**config.mk**
```make
export PLATFORM = sky130hd
export DESIGN_NAME = cfg_port_host_flat
export DESIGN_NICKNAME = d
export VERILOG_FILES = /design/src/rtl/cfg_port_pkg.sv /design/src/rtl/cfg_link_if.sv /design/src/rtl/cfg_port_host.sv /design/src/flat_wrapper.sv
export SDC_FILE = /design/constraint.sdc
export NUM_CORES = 1
export LEC_CHECK = 0
export BUFFER_PORTS_ARGS = -buffer_cell sky130_fd_sc_hd__buf_2
export CAP_MARGIN = 20
export CORE_MARGIN = 2
export CORE_UTILIZATION = 40
export CTS_CLUSTER_SIZE = 25
export DETAILED_ROUTE_END_ITERATION = 6
export HOLD_SLACK_MARGIN = 0.15
export MAX_ROUTING_LAYER = met4
export PLACE_DENSITY = 0.66
export SLEW_MARGIN = 25
export SYNTH_ARGS = -nofsm -noshare
export SYNTH_HDL_FRONTEND = slang
export SYNTH_SLANG_ARGS = --single-unit
export TNS_END_PERCENT = 100
```
**constraint.sdc**
```tcl
create_clock -name aclk -period 2.6 [get_ports aclk]
set_input_delay 0.52 -clock aclk [delete_from_list [all_inputs] [get_ports aclk]]
set_output_delay 0.52 -clock aclk [all_outputs]
set_load 0.1 [all_outputs]
```
**src/rtl/cfg_port_pkg.sv**
```systemverilog
package cfg_port_pkg;
    localparam int WORD_BITS = 25;
    localparam int SHORT_BITS = 16;
    localparam int CNT_W = 5;
    // 3-wire timing, ns, and derived cycle counts at 4 ns per cycle
    localparam int CLK_PERIOD_NS = 4;
    localparam int CLOCK_PERIOD_MIN_NS = 100;
    localparam int GAP_MIN_NS = 250;
    localparam int SETUP_ENABLE_NS = 100;
    localparam int HALF_CYCLES =
        (CLOCK_PERIOD_MIN_NS / 2 + CLK_PERIOD_NS - 1) / CLK_PERIOD_NS;
    localparam int GAP_CYCLES =
        (GAP_MIN_NS + CLK_PERIOD_NS - 1) / CLK_PERIOD_NS;
    localparam int LEAD_CYCLES =
        (SETUP_ENABLE_NS + CLK_PERIOD_NS - 1) / CLK_PERIOD_NS;
    // synthesizer settling after a latch
    localparam int SETTLE_NS = 200000;
    localparam int SETTLE_CYCLES = SETTLE_NS / CLK_PERIOD_NS;
    // field positions
    localparam int SWALLOW_LSB = 0;
    localparam int MAIN_LSB = 5;
    localparam int REF_SEL_BIT = 7;
    localparam int RX_TX_BIT = 8;
    localparam int TRIM_LSB = 9;
    localparam int MODE_BIT = 14;
    localparam int TOP_BIT = 15;
    localparam int PREFIX_LSB = 16;
    localparam logic [8:0] RECOVERY_PREFIX = 9'h140;
    localparam logic [6:0] MAIN_BASE = 7'h56;
    localparam logic [3:0] TRIM_BASE_PCT = 4'h6;
    // AXI4-Lite register offsets of the host controller
    localparam logic [3:0] REG_CTRL = 4'h0;
    localparam logic [3:0] REG_WORD = 4'h4;
    localparam logic [3:0] REG_STAT = 4'h8;
    localparam logic [1:0] RESP_OKAY = 2'h0;
    localparam logic [1:0] RESP_SLVERR = 2'h2;
    typedef enum logic [1:0] {WORD_RX_PLAIN, WORD_RX_RECOVERY, WORD_TX}
        word_kind_t;
endpackage

```
**src/rtl/cfg_link_if.sv**
```systemverilog
`timescale 1ns/10ps
interface cfg_link_if;
    logic serial_clock;
    logic serial_data;
    logic enable_n;
    logic regulator_power_up;
    logic transceiver_power_up;
    logic rx_on;
    logic tx_on;
    logic open_loop_disable;
    modport device (
        input serial_clock, serial_data, enable_n, regulator_power_up,
        input transceiver_power_up, rx_on, tx_on, open_loop_disable
    );
    modport host (
        output serial_clock, serial_data, enable_n, regulator_power_up,
        output transceiver_power_up, rx_on, tx_on, open_loop_disable
    );
endinterface

```
**src/rtl/cfg_port_host.sv**
```systemverilog
// Local design decisions: the register addresses and the AXI4-Lite register port.
`timescale 1ns/10ps
// Overview of operation
// - shift data on clock rise while enable low
// - enable rising latches word into configuration
// - no bit count; newest bits win
// - words are 16 or 25 bits
// - plain receive word: D15=0,D14=1,D8=0
// - host uses plain word below top rate
// - recovery word prefix 101000000, D15..14=0
// - host uses recovery word at top rate
// - data valid at recovered clock fall
// - D7 selects 10.368 or 13.824 MHz reference
// - D6..D5 give main divisor 86..89
// - D4..D0 give swallow divisor 0..31
// - frequency code 32*main+swallow, rx minus one
// - D11..D9 trim 60 to 130 percent
// - trim applies only to transmit words
// - regulator line powers regulators
// - transceiver line powers shared blocks
// - receive line enables receive chain
// - transmit line enables amp and ramp
// - open loop disable holds loop closed
// - host leaves 250 ns between transfers
// - host waits settling before using frequency; this host only flags it in status bit 1 and takes the next word at once
// - transmit word: D14=1, D8=1
module cfg_port_host
    import cfg_port_pkg::*;
(
    input wire logic aclk,
    input wire logic aresetn,
    cfg_link_if.host link,
    input wire logic [3:0] s_axi_awaddr,
    input wire logic s_axi_awvalid,
    output logic s_axi_awready,
    input wire logic [31:0] s_axi_wdata,
    input wire logic [3:0] s_axi_wstrb,
    input wire logic s_axi_wvalid,
    output logic s_axi_wready,
    output logic [1:0] s_axi_bresp,
    output logic s_axi_bvalid,
    input wire logic s_axi_bready,
    input wire logic [3:0] s_axi_araddr,
    input wire logic s_axi_arvalid,
    output logic s_axi_arready,
    output logic [31:0] s_axi_rdata,
    output logic [1:0] s_axi_rresp,
    output logic s_axi_rvalid,
    input wire logic s_axi_rready
);
    import cfg_port_pkg::*;

    // ----------------------------------------
    // registers
    // ----------------------------------------
    logic [4:0] ctrl_q;
    logic [24:0] word_q;
    logic long_q, go_q, busy_q;
    logic aw_got_q, w_got_q;
    logic [3:0] awaddr_q;
    logic [31:0] wdata_q;

    wire logic aw_take = s_axi_awvalid && !aw_got_q;
    wire logic w_take = s_axi_wvalid && !w_got_q;
    wire logic [3:0] wa = aw_got_q ? awaddr_q : s_axi_awaddr;
    wire logic [31:0] wd = w_got_q ? wdata_q : s_axi_wdata;
    wire logic wr_fire = (aw_got_q || aw_take) && (w_got_q || w_take)
        && !s_axi_bvalid;
    wire logic wr_word = wr_fire && wa == REG_WORD && !busy_q;
    wire logic wr_ctrl = wr_fire && wa == REG_CTRL;
    wire logic wr_bad = wr_fire && !(wr_ctrl || wa == REG_WORD);
    // status bit 1 stays up while the synthesizer settles after a latch
    logic [15:0] settle_q;
    wire logic settling = settle_q != 16'h0000;
    wire logic [31:0] rd_mux = s_axi_araddr == REG_CTRL ? {27'h0, ctrl_q}
        : s_axi_araddr == REG_WORD ? {6'h00, long_q, word_q}
        : {30'h0, settling, busy_q};

    always_ff @(posedge aclk)
    begin
        if (!aresetn)
        begin
            aw_got_q <= 1'b0;
            w_got_q <= 1'b0;
            awaddr_q <= 4'h0;
            wdata_q <= 32'h0000_0000;
            s_axi_bvalid <= 1'b0;
            s_axi_bresp <= RESP_OKAY;
            ctrl_q <= 5'h00;
            word_q <= 25'h000_0000;
            long_q <= 1'b0;
            go_q <= 1'b0;
        end
        else
        begin
            go_q <= wr_word;
            if (aw_take)
            begin
                aw_got_q <= 1'b1;
                awaddr_q <= s_axi_awaddr;
            end
            if (w_take)
            begin
                w_got_q <= 1'b1;
                wdata_q <= s_axi_wdata;
            end
            if (wr_fire)
            begin
                aw_got_q <= 1'b0;
                w_got_q <= 1'b0;
                s_axi_bvalid <= 1'b1;
                s_axi_bresp <= (wr_bad || (wa == REG_WORD && busy_q))
                    ? RESP_SLVERR : RESP_OKAY;
            end
            else if (s_axi_bready)
                s_axi_bvalid <= 1'b0;
            if (wr_ctrl)
                ctrl_q <= wd[4:0];
            // bit 25 asks for the long, clock-recovery word
            if (wr_word)
            begin
                word_q <= wd[24:0];
                long_q <= wd[25];
            end
        end
    end

    assign s_axi_awready = !aw_got_q;
    assign s_axi_wready = !w_got_q;

    always_ff @(posedge aclk)
    begin
        if (!aresetn)
        begin
            s_axi_rvalid <= 1'b0;
            s_axi_rdata <= 32'h0000_0000;
            s_axi_rresp <= RESP_OKAY;
        end
        else if (s_axi_arvalid && !s_axi_rvalid)
        begin
            s_axi_rvalid <= 1'b1;
            s_axi_rdata <= rd_mux;
            s_axi_rresp <= (s_axi_araddr == REG_CTRL
                || s_axi_araddr == REG_WORD || s_axi_araddr == REG_STAT)
                ? RESP_OKAY : RESP_SLVERR;
        end
        else if (s_axi_rready)
            s_axi_rvalid <= 1'b0;
    end
    assign s_axi_arready = !s_axi_rvalid;

    // ----------------------------------------
    // serial engine
    // ----------------------------------------
    typedef enum {ST_IDLE, ST_LEAD, ST_LOW, ST_HIGH, ST_GAP} eng_state_t;
    eng_state_t st_q;
    logic [7:0] tmr_q;
    logic [CNT_W-1:0] bit_q;
    logic sclk_q, sdata_q, en_n_q;
    wire logic tmr_done = tmr_q == 8'h00;
    wire logic [CNT_W-1:0] first_bit =
        long_q ? CNT_W'(WORD_BITS - 1) : CNT_W'(SHORT_BITS - 1);

    always_ff @(posedge aclk)
    begin
        if (!aresetn)
        begin
            st_q <= ST_IDLE;
            tmr_q <= 8'h00;
            bit_q <= '0;
            sclk_q <= 1'b0;
            sdata_q <= 1'b0;
            en_n_q <= 1'b1;
            busy_q <= 1'b0;
            settle_q <= 16'h0000;
        end
        else
        begin
            if (!tmr_done)
                tmr_q <= tmr_q - 8'h01;
            if (settling)
                settle_q <= settle_q - 16'h0001;
            case (st_q)
                ST_IDLE:
                    if (go_q)
                    begin
                        busy_q <= 1'b1;
                        en_n_q <= 1'b0;
                        bit_q <= first_bit;
                        sdata_q <= word_q[first_bit];
                        tmr_q <= 8'(LEAD_CYCLES);
                        st_q <= ST_LEAD;
                    end
                ST_LEAD, ST_LOW:
                    if (tmr_done)
                    begin
                        sclk_q <= 1'b1;
                        tmr_q <= 8'(HALF_CYCLES);
                        st_q <= ST_HIGH;
                    end
                ST_HIGH:
                    if (tmr_done)
                    begin
                        sclk_q <= 1'b0;
                        tmr_q <= 8'(HALF_CYCLES);
                        if (bit_q == '0)
                        begin
                            en_n_q <= 1'b1;
                            tmr_q <= 8'(GAP_CYCLES);
                            settle_q <= 16'(SETTLE_CYCLES);
                            st_q <= ST_GAP;
                        end
                        else
                        begin
                            bit_q <= bit_q - CNT_W'(1);
                            sdata_q <= word_q[bit_q - CNT_W'(1)];
                            st_q <= ST_LOW;
                        end
                    end
                ST_GAP:
                    if (tmr_done)
                    begin
                        busy_q <= 1'b0;
                        st_q <= ST_IDLE;
                    end
                default:
                    st_q <= ST_IDLE;
            endcase
        end
    end

    // ----------------------------------------
    // link pins
    // ----------------------------------------
    assign link.serial_clock = sclk_q;
    assign link.serial_data = sdata_q;
    assign link.enable_n = en_n_q;
    assign link.regulator_power_up = ctrl_q[0];
    assign link.transceiver_power_up = ctrl_q[1];
    assign link.rx_on = ctrl_q[2];
    assign link.tx_on = ctrl_q[3];
    assign link.open_loop_disable = ctrl_q[4];
endmodule

```
**src/flat_wrapper.sv**
```systemverilog
// flat-port wrapper written by rule: the top's interface ports become plain ports
module cfg_port_host_flat import cfg_port_pkg::*;
  (aclk, aresetn, s_axi_awaddr, s_axi_awvalid, s_axi_awready, s_axi_wdata, s_axi_wstrb, s_axi_wvalid, s_axi_wready, s_axi_bresp, s_axi_bvalid, s_axi_bready, s_axi_araddr, s_axi_arvalid, s_axi_arready, s_axi_rdata, s_axi_rresp, s_axi_rvalid, s_axi_rready, link_serial_clock, link_serial_data, link_enable_n, link_regulator_power_up, link_transceiver_power_up, link_rx_on, link_tx_on, link_open_loop_disable);
  cfg_link_if link_i ();
  input wire logic aclk;
  input wire logic aresetn;
  input wire logic [3:0] s_axi_awaddr;
  input wire logic s_axi_awvalid;
  output logic s_axi_awready;
  input wire logic [31:0] s_axi_wdata;
  input wire logic [3:0] s_axi_wstrb;
  input wire logic s_axi_wvalid;
  output logic s_axi_wready;
  output logic [1:0] s_axi_bresp;
  output logic s_axi_bvalid;
  input wire logic s_axi_bready;
  input wire logic [3:0] s_axi_araddr;
  input wire logic s_axi_arvalid;
  output logic s_axi_arready;
  output logic [31:0] s_axi_rdata;
  output logic [1:0] s_axi_rresp;
  output logic s_axi_rvalid;
  input wire logic s_axi_rready;
  output wire logic [$bits(link_i.serial_clock)-1:0] link_serial_clock;
  output wire logic [$bits(link_i.serial_data)-1:0] link_serial_data;
  output wire logic [$bits(link_i.enable_n)-1:0] link_enable_n;
  output wire logic [$bits(link_i.regulator_power_up)-1:0] link_regulator_power_up;
  output wire logic [$bits(link_i.transceiver_power_up)-1:0] link_transceiver_power_up;
  output wire logic [$bits(link_i.rx_on)-1:0] link_rx_on;
  output wire logic [$bits(link_i.tx_on)-1:0] link_tx_on;
  output wire logic [$bits(link_i.open_loop_disable)-1:0] link_open_loop_disable;
  assign link_serial_clock = link_i.serial_clock;
  assign link_serial_data = link_i.serial_data;
  assign link_enable_n = link_i.enable_n;
  assign link_regulator_power_up = link_i.regulator_power_up;
  assign link_transceiver_power_up = link_i.transceiver_power_up;
  assign link_rx_on = link_i.rx_on;
  assign link_tx_on = link_i.tx_on;
  assign link_open_loop_disable = link_i.open_loop_disable;
  cfg_port_host u_core (.aclk(aclk), .aresetn(aresetn), .link(link_i), .s_axi_awaddr(s_axi_awaddr), .s_axi_awvalid(s_axi_awvalid), .s_axi_awready(s_axi_awready), .s_axi_wdata(s_axi_wdata), .s_axi_wstrb(s_axi_wstrb), .s_axi_wvalid(s_axi_wvalid), .s_axi_wready(s_axi_wready), .s_axi_bresp(s_axi_bresp), .s_axi_bvalid(s_axi_bvalid), .s_axi_bready(s_axi_bready), .s_axi_araddr(s_axi_araddr), .s_axi_arvalid(s_axi_arvalid), .s_axi_arready(s_axi_arready), .s_axi_rdata(s_axi_rdata), .s_axi_rresp(s_axi_rresp), .s_axi_rvalid(s_axi_rvalid), .s_axi_rready(s_axi_rready));
endmodule
```
Yosys cells after proc, flatten, opt, wreduce, memory -nomap -nowiden
Index checks and enable logic that the tools add are counted.
{ "classes": {"add_sub_neg": 3, "n_lt_le_gt_ge": 2, "n_eq_ne": 13, "mux": 48, "n_bitwise": 1, "n_reduce_logical": 40} }
{ "op_table": {"columns": ["cell", "n"], "rows": [
  ["$mux 32", 5],
  ["$pmux 32 s4", 1],
  ["$eq 32x2->1 const B", 2],
  ["$mux 16", 4],
  ["$mux 26", 2],
  ["$eq 32x1->1 const B", 1],
  ["$eq 32x3->1 const B", 1],
  ["$logic_not 32->1", 1],
  ["$mux 8", 4],
  ["$pmux 8 s3", 1],
  ["$mux 5", 4],
  ["$reduce_bool 16->1", 1],
  ["$sub 16x1->16 const B", 1],
  ["$mux 1", 15],
  ["$lt 5x6->1 const B", 2],
  ["$reduce_and 4->1", 3],
  ["$bmux 1 s5", 2],
  ["$logic_and 1x1->1", 10],
  ["$ne 2x1->1 const B", 5],
  ["$pmux 5 s2", 1],
  ["$reduce_bool 2->1", 5],
  ["$eq 4x3->1 const B", 2],
  ["$logic_not 4->1", 2],
  ["$logic_not 8->1", 1],
  ["other kinds (15)", 31]
]} }
{ "totals": {"regBits": 167, "in_bits": 51, "output_inout_bits": 49, "elab_cells": 128} }

Longest topological paths before layout
Gate-level depths: netlist (run 1).
{ "logic_depth": {"ltp_word": 11, "depth_mapped": 9, "ltp_nobuf": 8} }

Worst setup path before layout (run 1)
OpenSTA, ideal clock, no wires.
{ "synth_timing": {"path_type": "flip-flop to flip-flop", "start": "register u_core.s_axi_rvalid", "end": "register u_core.s_axi_rdata[2]", "setup_time_ns": 0.128, "t_arrival_ns": 2.479, "required_time_ns": 2.472, "path_slack_ns": -0.006, "path_stages_with_launch": 7, "n_path_buf": 1, "synth_period_minus_slack_ns": 2.606, "path_cell_list": "dfxtp_1 -> inv_1 -> nand2_1 -> clkbuf_1 -> nor3_1 -> a21oi_1 -> nor2_1"} }
{ "synth_between": {"elab_chain_len": 2} }
{ "synth_rtl": {"columns": ["item", "line", "rtl"], "rows": [
  ["from (decl)", "cfg_port_host.sv:48", "output logic s_axi_rvalid,"],
  ["from (signal assigned)", "cfg_port_host.sv:135", "s_axi_rvalid <= 1'b0;"],
  ["from (signal assigned)", "cfg_port_host.sv:141", "s_axi_rvalid <= 1'b1;"],
  ["from (signal assigned)", "cfg_port_host.sv:148", "s_axi_rvalid <= 1'b0;"],
  ["$logic_not 1->1", null, null],
  ["via s_axi_arready", "flat_wrapper.sv:19", "output logic s_axi_arready;"],
  ["$logic_and 1x1->1", "cfg_port_host.sv:139", "else if (s_axi_arvalid && !s_axi_rvalid)"],
  ["to (signal assigned)", "cfg_port_host.sv:142", "s_axi_rdata <= rd_mux;"],
  ["to (decl)", "cfg_port_host.sv:46", "output logic [31:0] s_axi_rdata,"]
]} }
The timed path passes the listed nets, and every way through them passes these cells.
A chain may end at the register's enable or synchronous reset.

Worst setup path after layout (run 1)
{ "layout_timing": {"start": "register u_core.tmr_q[0]", "end": "register u_core.sdata_q (netlist: u_core.link.serial_data)"} }
{ "layout_between": {"elab_chain_len": 3} }
{ "layout_rtl": {"columns": ["item", "line", "rtl"], "rows": [
  ["from (decl)", "cfg_port_host.sv:157", "logic [7:0] tmr_q;"],
  ["from (signal assigned)", "cfg_port_host.sv:180", "tmr_q <= tmr_q - 8'h01;"],
  ["from (signal assigned)", "cfg_port_host.sv:191", "tmr_q <= 8'(LEAD_CYCLES);"],
  ["from (signal assigned)", "cfg_port_host.sv:198", "tmr_q <= 8'(HALF_CYCLES);"],
  ["$logic_not 8->1", "cfg_port_host.sv:160", "wire logic tmr_done = tmr_q == 8'h00;"],
  ["$ne 2x1->1 (no line)", null, null],
  ["$reduce_and 4->1 (no line)", null, null],
  ["to (signal assigned)", "cfg_port_host.sv:190", "sdata_q <= word_q[first_bit];"],
  ["to (signal assigned)", "cfg_port_host.sv:216", "sdata_q <= word_q[bit_q - CNT_W'(1)];"],
  ["to (decl)", "cfg_port_host.sv:159", "logic sclk_q, sdata_q, en_n_q;"]
]} }
Every way passes these cells.

==> results of run 1 <==
## layer usage
metal	routed length (microns)	GRT usage (%)	part of all wire, %	vias up
met5	0	-	0	-
met2	6820	30.0	49	93
met4	204	6.93	1.5	0
met3	419	3.89	3.0	14
li1	-	-	-	2440
met1	6450	23.1	46	2326
## critical path: cells and delay by family, from the launching register on
kind          cells  cell delay [ns]
simple gates      5             1.54
flops             1             0.35
fa+ha+maj         1             0.19
buf+inv           1             0.10
## stage by stage
stage	total power (W)	hold slack (ns)	utilization, %	instances	area [sq um]
after global routing	0.00711	0.297	48.6	923	7030
after detailed placement	0.00431	0.446	44.4	891	6420
final	0.00673	0.280	48.6	923	7030
after CTS	0.00677	0.262	48.6	923	7030
after global placement	0.00424	0.440	44.3	891	6420
after floorplan	0.00397	0.436	-	664	5920
## state kept, by name, indices dropped and copies added, names as in the netlist, 3 cells and up
register	flops
u_core.ctrl_q	5
u_core.wdata_q	26
u_core.bit_q	5
u_core.st_q	3
u_core.settle_q	16
u_core.awaddr_q	4
u_core.word_q	25
u_core.s_axi_rdata	26
u_core.tmr_q	8
## placed cells by master (no fill, tap or decap), types with 4 or more instances in the layout
cell type  netlist  layout
nor2b_1          6       5
or3_1            6       6
nor2_1          96      96
dfxtp_1        130     129
mux2i_1         41      41
nand3_1          9       9
ha_1             6       6
nor3_1          14      14
a21oi_1         60      60
buf_2            4      81
clkbuf_1        31       4
o21ai_0          8       8
a211oi_1        16      16
xnor2_1          4       4
nor4_1           5       5
a22oi_1         22      22
buf_4           12      12
xor2_1          11      11
a211oi_2        23      23
inv_1           14      13
a31oi_1          5       5
mux4_2           5       5
clkbuf_16        0      17
nand4_1          4       4
nand2b_1         4       4
conb_1           1       8
nand2_1         70      70
and2_1           4       4
## worst max path at each step
stage	to	slack, ns	depth (start not counted)
6_report	u_core.link.serial_data	0.34	7
5_1_grt	u_core.bit_q[0]	0.14	7
4_1_cts	u_core.link.serial_data	0.34	7
3_5_place_dp	u_core.link.serial_data	0.35	7
3_3_place_gp	u_core.link.serial_data	0.38	7
2_1_floorplan	u_core.link.serial_data	0.32	8
## power breakdown
part | internal [W] | total, W | switching, W | leakage, nW
Combinational | 0.000691 | 0.00184 | 0.00115 | 1.39
Sequential | 0.00223 | 0.00245 | 0.000223 | 1.06
Clock | 0.00158 | 0.00244 | 0.000859 | 0.295
Total | 0.00451 | 0.00673 | 0.00223 | 2.74
## kinds of logic after synthesis
kind of cell / after synthesis / share of synthesized area (%)
xor+xnor: 15 / 2.23
flops: 130 / 44.2
other cells: 1 / 0.0637
mux: 47 / 9.07
compound gates: 148 / 18.0
fa+ha+maj: 6 / 1.27
simple gates: 244 / 19.8
buf+inv: 66 / 5.44
## cell type report
class	count	share of cell area, %
Clock buffer	24	6.85
Inverter	14	0.765
Sequential cell	130	37.0
Timing Repair Buffer	95	7.62
Multi-Input combinational cell	468	42.7
Tap cell	184	3.27
Clock inverter	8	1.78
==> impl_metrics.tcl, run 1 <==
set metrics [dict create \
    max_freq_mhz 442 \
    post-synth-top-area-fraction_pct 44.2 \
    ir_drop_v 0.000457 \
    relSlewSlack_pct 56.0 \
    hold_violations 0 \
    path_class "register to register" \
    synth_cell_types 56 \
    synth_area_leader_cell "dfxtp_1" \
    required_ns 2.94 \
    clock_path_buffers 2 \
    grt_pass1_wl_microns 23200 \
    grt_max_degree 54 \
    status "finished, final reports clean" \
    crit_path_end_kind "register" \
    hp-start "s_axi_rready" \
    final_layout_size_suffix_gt1_share_pct 22.6 \
    finalSetupTns_ns 0 \
    min_period_over_period_pct 87.0 \
    path_clk_slew_ns 0.06 \
    final_nets 783 \
    track_usage_pct 18.6 \
    die_h_microns 125 \
    dieWidth_microns 125 \
    ios 100 \
    yosys-top-cells-count "dfxtp_1 (130), nor2_1 (96), nand2_1 (70), a21oi_1 (60), mux2i_1 (41)" \
    fillers 1341 \
    yosys_most_used_dff "dfxtp_1" \
    rr_worst_depth 7 \
    multi_input_area_sq_mm 0.00300 \
    power_density_mw_per_mm2 958 \
    insertion_delay_ns 0.42 \
    maxSlewViolCount 0 \
    drtPass1Iterations 4 \
    postSynthCellCount 657 \
    post_cts_buffers 0 \
    crit_path_max_incr_delay_ns 0.50 \
    min_to "u_core.s_axi_rvalid" \
    yosysWarnings 0 \
    syn-cell-area_sq_mm 0.00589 \
    drtAntennaViolNets 0 \
    initial_utilization_pct 40.7 \
    pre_cts_slack_ns 0.349 \
    skew_ns 0.00754 \
    routed-via-count 4873 \
    overflow 0 \
    rsz0062_at_grt "false" \
    vias_per_cell 5.28 \
    coreArea_sq_mm 0.0145 \
    crit_fanout 8 \
    yosysSeqAreaShare_pct 44.2 \
    clkSinkCount 130 \
    cts_buffers 17 \
    routedWlPerCell_microns 15.0 \
    post_cts_resized 0 \
    cts_tree "yes" \
    rows 44 \
    wirelength_microns 13900 \
    p_leak_nw 2.74 \
    netlist_top_cells_area "dfxtp_1 (44%), mux2i_1 (7.0%), nor2_1 (6.1%), a21oi_1 (5.1%), a211oi_2 (4.9%)" \
    r2r-start "u_core.tmr_q[0]" \
    ys_ff_latch 130 \
    antenna_found_initial 0 \
    cts_hold_buf 0 \
    whs_path_depth 2 \
    h-tree-depth 4 \
    synth-edff-count 0 \
    min_path_type "input port to register" \
    async_reset_ff_share_pct 0 \
    cp_common_cell "nor4_2" \
    drc 0 \
    startpoint_type "register" \
    cts_root_buf "clkbuf_16" \
    startpoint "u_core.tmr_q[0]" \
    worstMarginPinSlew_ns 0.658 \
    cp.arrival_ns 2.60 \
    maxCapViolCount 0 \
    yosysMostFrequentCell "dfxtp_1" \
    area_growth_syn_to_layout_pct 19.4 \
    place.gp.congestion 0.852 \
    initialDrtViolationCount 201 \
    grt_pass1_vias 4810 \
    critPathSlowestCell "or3b_2" \
    diodes 0 \
    seqCellArea_sq_mm 0.00260 \
    portBuffers 81 \
    post-dp-hpwl_microns 9720 \
    path_cells "inv_1 > ha_1 > or3b_2 > nor4_2 > or2_0 > nor2_1 > nor4_2" \
    r2r_slack_ns 0.34 \
    r2r_end "u_core.link.serial_data" \
    setup_viol 0 \
    layout_min_cycle_time_ns 2.26 \
    fin_ws_ns 0.338 \
    syn_area_per_cell_sq_um 8.96 \
    die_area_sq_mm 0.0157 \
]
Note: power is estimated with default switching activity, not from simulation.
==> run 2, diff against run 1 <==
CTS_BUF_LIST = sky130_fd_sc_hd__clkbuf_8   (was not set)
SETUP_SLACK_MARGIN = 0.5   (was not set)
==> run 2 against run 1 <==
Count of clock-buffer cells in the layout shrank 4. Clock power shrank 15%. Via count grew 1.7%. Flip-flop and latch count is the same. Hold slack lost 0.022 ns. Die area is the same. Combinational power grew 8%. Final area shrank 0.11%. Sequential share of layout area grew 0.11 points. Critical path type unchanged.
==> impl_metrics.tcl, run 2 (synthesis gave the netlist of run 1 again) <==
set metrics [dict create \
    status "finished, final reports clean" \
    final_common_cell "dfxtp_1" \
    layout_min_cycle_time_ns 2.05 \
    drtPass1Iterations 4 \
    fin_cells 928 \
    dieWidth_microns 125 \
    area_growth_syn_to_layout_pct 19.2 \
    p_leak_nw 2.75 \
    cp.arrival_ns 2.37 \
    hp-start "s_axi_rready" \
    cts_root_buf "clkbuf_8" \
    relSlewSlack_pct 64.8 \
    path_clk_slew_ns 0.07 \
    drtAntennaViolNets 0 \
    most-common-layout-cells "dfxtp_1 (127), nor2_1 (95), buf_2 (80)" \
    clkSinkCount 130 \
    die_h_microns 125 \
    initial_utilization_pct 40.7 \
    overflow 0 \
    grt_max_degree 54 \
    crit_fanout 5 \
    portBuffers 81 \
    r2r_slack_ns 0.55 \
    drc 0 \
    placed_cell_area_sq_mm 0.00643 \
    final_layout_size_suffix_gt1_share_pct 24.9 \
    r2r_end "u_core.link.serial_data" \
    maxSlewViolCount 0 \
    coreArea_sq_mm 0.0145 \
    antenna_found_initial 0 \
    power_density_mw_per_mm2 927 \
    vias_per_cell 5.34 \
    min_to "u_core.s_axi_rvalid" \
    crit_path_end_kind "register" \
    grt_pass1_wl_microns 23000 \
    initialDrtViolationCount 240 \
    min_path_type "input port to register" \
    min_period_over_period_pct 78.7 \
    post-place-cells 892 \
    reg_top3 "u_core.s_axi_rdata x26, u_core.wdata_q x26, u_core.word_q x25" \
    maxCapViolCount 0 \
    die_area_sq_mm 0.0157 \
    clock_path_buffers 2 \
    whs_path_depth 2 \
    insertion_delay_ns 0.44 \
    grt_pass1_vias 4808 \
    cts_buffers 17 \
    max_freq_mhz 489 \
    h-tree-depth 4 \
    setup_viol 0 \
    worstMarginPinSlew_ns 0.528 \
    place.gp.congestion 0.866 \
    skew_ns 0.0110 \
    finalSetupTns_ns 0 \
    r2r-start "u_core.bit_q[0]" \
    startpoint_type "register" \
    final_nets 789 \
    rr_worst_depth 8 \
    ir_drop_v 0.000368 \
    required_ns 2.92 \
    stdcell_area_sq_mm 0.00702 \
    diodes 0 \
    rsz0062_at_grt "true" \
    track_usage_pct 18.5 \
    final_util_pct 48.5 \
    routed-via-count 4958 \
    holdWs_ns 0.257 \
    hold_violations 0 \
    ios 100 \
    wirelength_microns 14300 \
    path_class "register to register" \
    routedWlPerCell_microns 15.4 \
    rows 44 \
    post-dp-hpwl_microns 9910 \
    cts_tree "yes" \
    cts_hold_buf 0 \
]
-- run 2: cell type report --
cell class,count,area [sq um]
fill,1371,7460
multi-input combinational,468,3040
sequential,130,2610
timing repair buffer,101,599
clock buffer,20,275
tap,184,230
clock inverter,11,208
inverter,14,57.6
-- run 2: routing by layer --
layer,track usage [%],up-vias,part of all wire [%]
li1,-,2453,-
met1,23.0,2386,45
met2,29.8,102,49
met3,3.72,17,3.8
met4,7.06,0,1.5
met5,-,-,0
-- run 2: how the worst max path moves through the flow --
stage / start / cells after the start / slack [ns] / to
2_1_floorplan: u_core.w_got_q / 6 / 0.51 / u_core.wdata_q[0]
3_3_place_gp: u_core.tmr_q[0] / 7 / 0.37 / u_core.link.serial_data
3_5_place_dp: u_core.tmr_q[0] / 7 / 0.33 / u_core.link.serial_data
4_1_cts: u_core.tmr_q[0] / 7 / 0.42 / u_core.link.serial_data
5_1_grt: u_core.bit_q[0] / 8 / 0.42 / u_core.link.serial_data
6_report: u_core.bit_q[0] / 8 / 0.55 / u_core.link.serial_data
-- run 2: report_power, final --
part           leakage [nW]  switching, W  internal [W]  total (W)
registers              1.06      0.000232       0.00223    0.00246
clock network         0.250      0.000767       0.00130    0.00207
logic                  1.44       0.00118      0.000798    0.00198
-- run 2: worst max-delay path, cell delays in order (launching register included) --
cell and delay, ns:
dfxtp_2 0.39, inv_1 0.11, ha_2 0.40, buf_4 0.17, mux4_2 0.29, mux2i_1 0.20
nand3_1 0.10, a21oi_1 0.20, nor4_2 0.06
-- run 2: stage by stage --
| step | setup WS, ns | power (W) |
|---|---|---|
| detailed placement | 0.325 | 0.00432 |
| finish | 0.554 | 0.00651 |
| global placement | 0.371 | 0.00424 |
| global route | 0.418 | 0.00691 |
| CTS | 0.421 | 0.00647 |
| floorplan | 0.508 | 0.00397 |
-- run 2: what timing repair did --
| item | in CTS | in global routing |
|---|---|---|
| setup endpoints to repair | 20 | 51 |
| pin swaps | 2 | 3 |
| setup buffers | 3 | 1 |
| gates resized for setup | 2 | 17 |
| gates cloned | 0 | 1 |
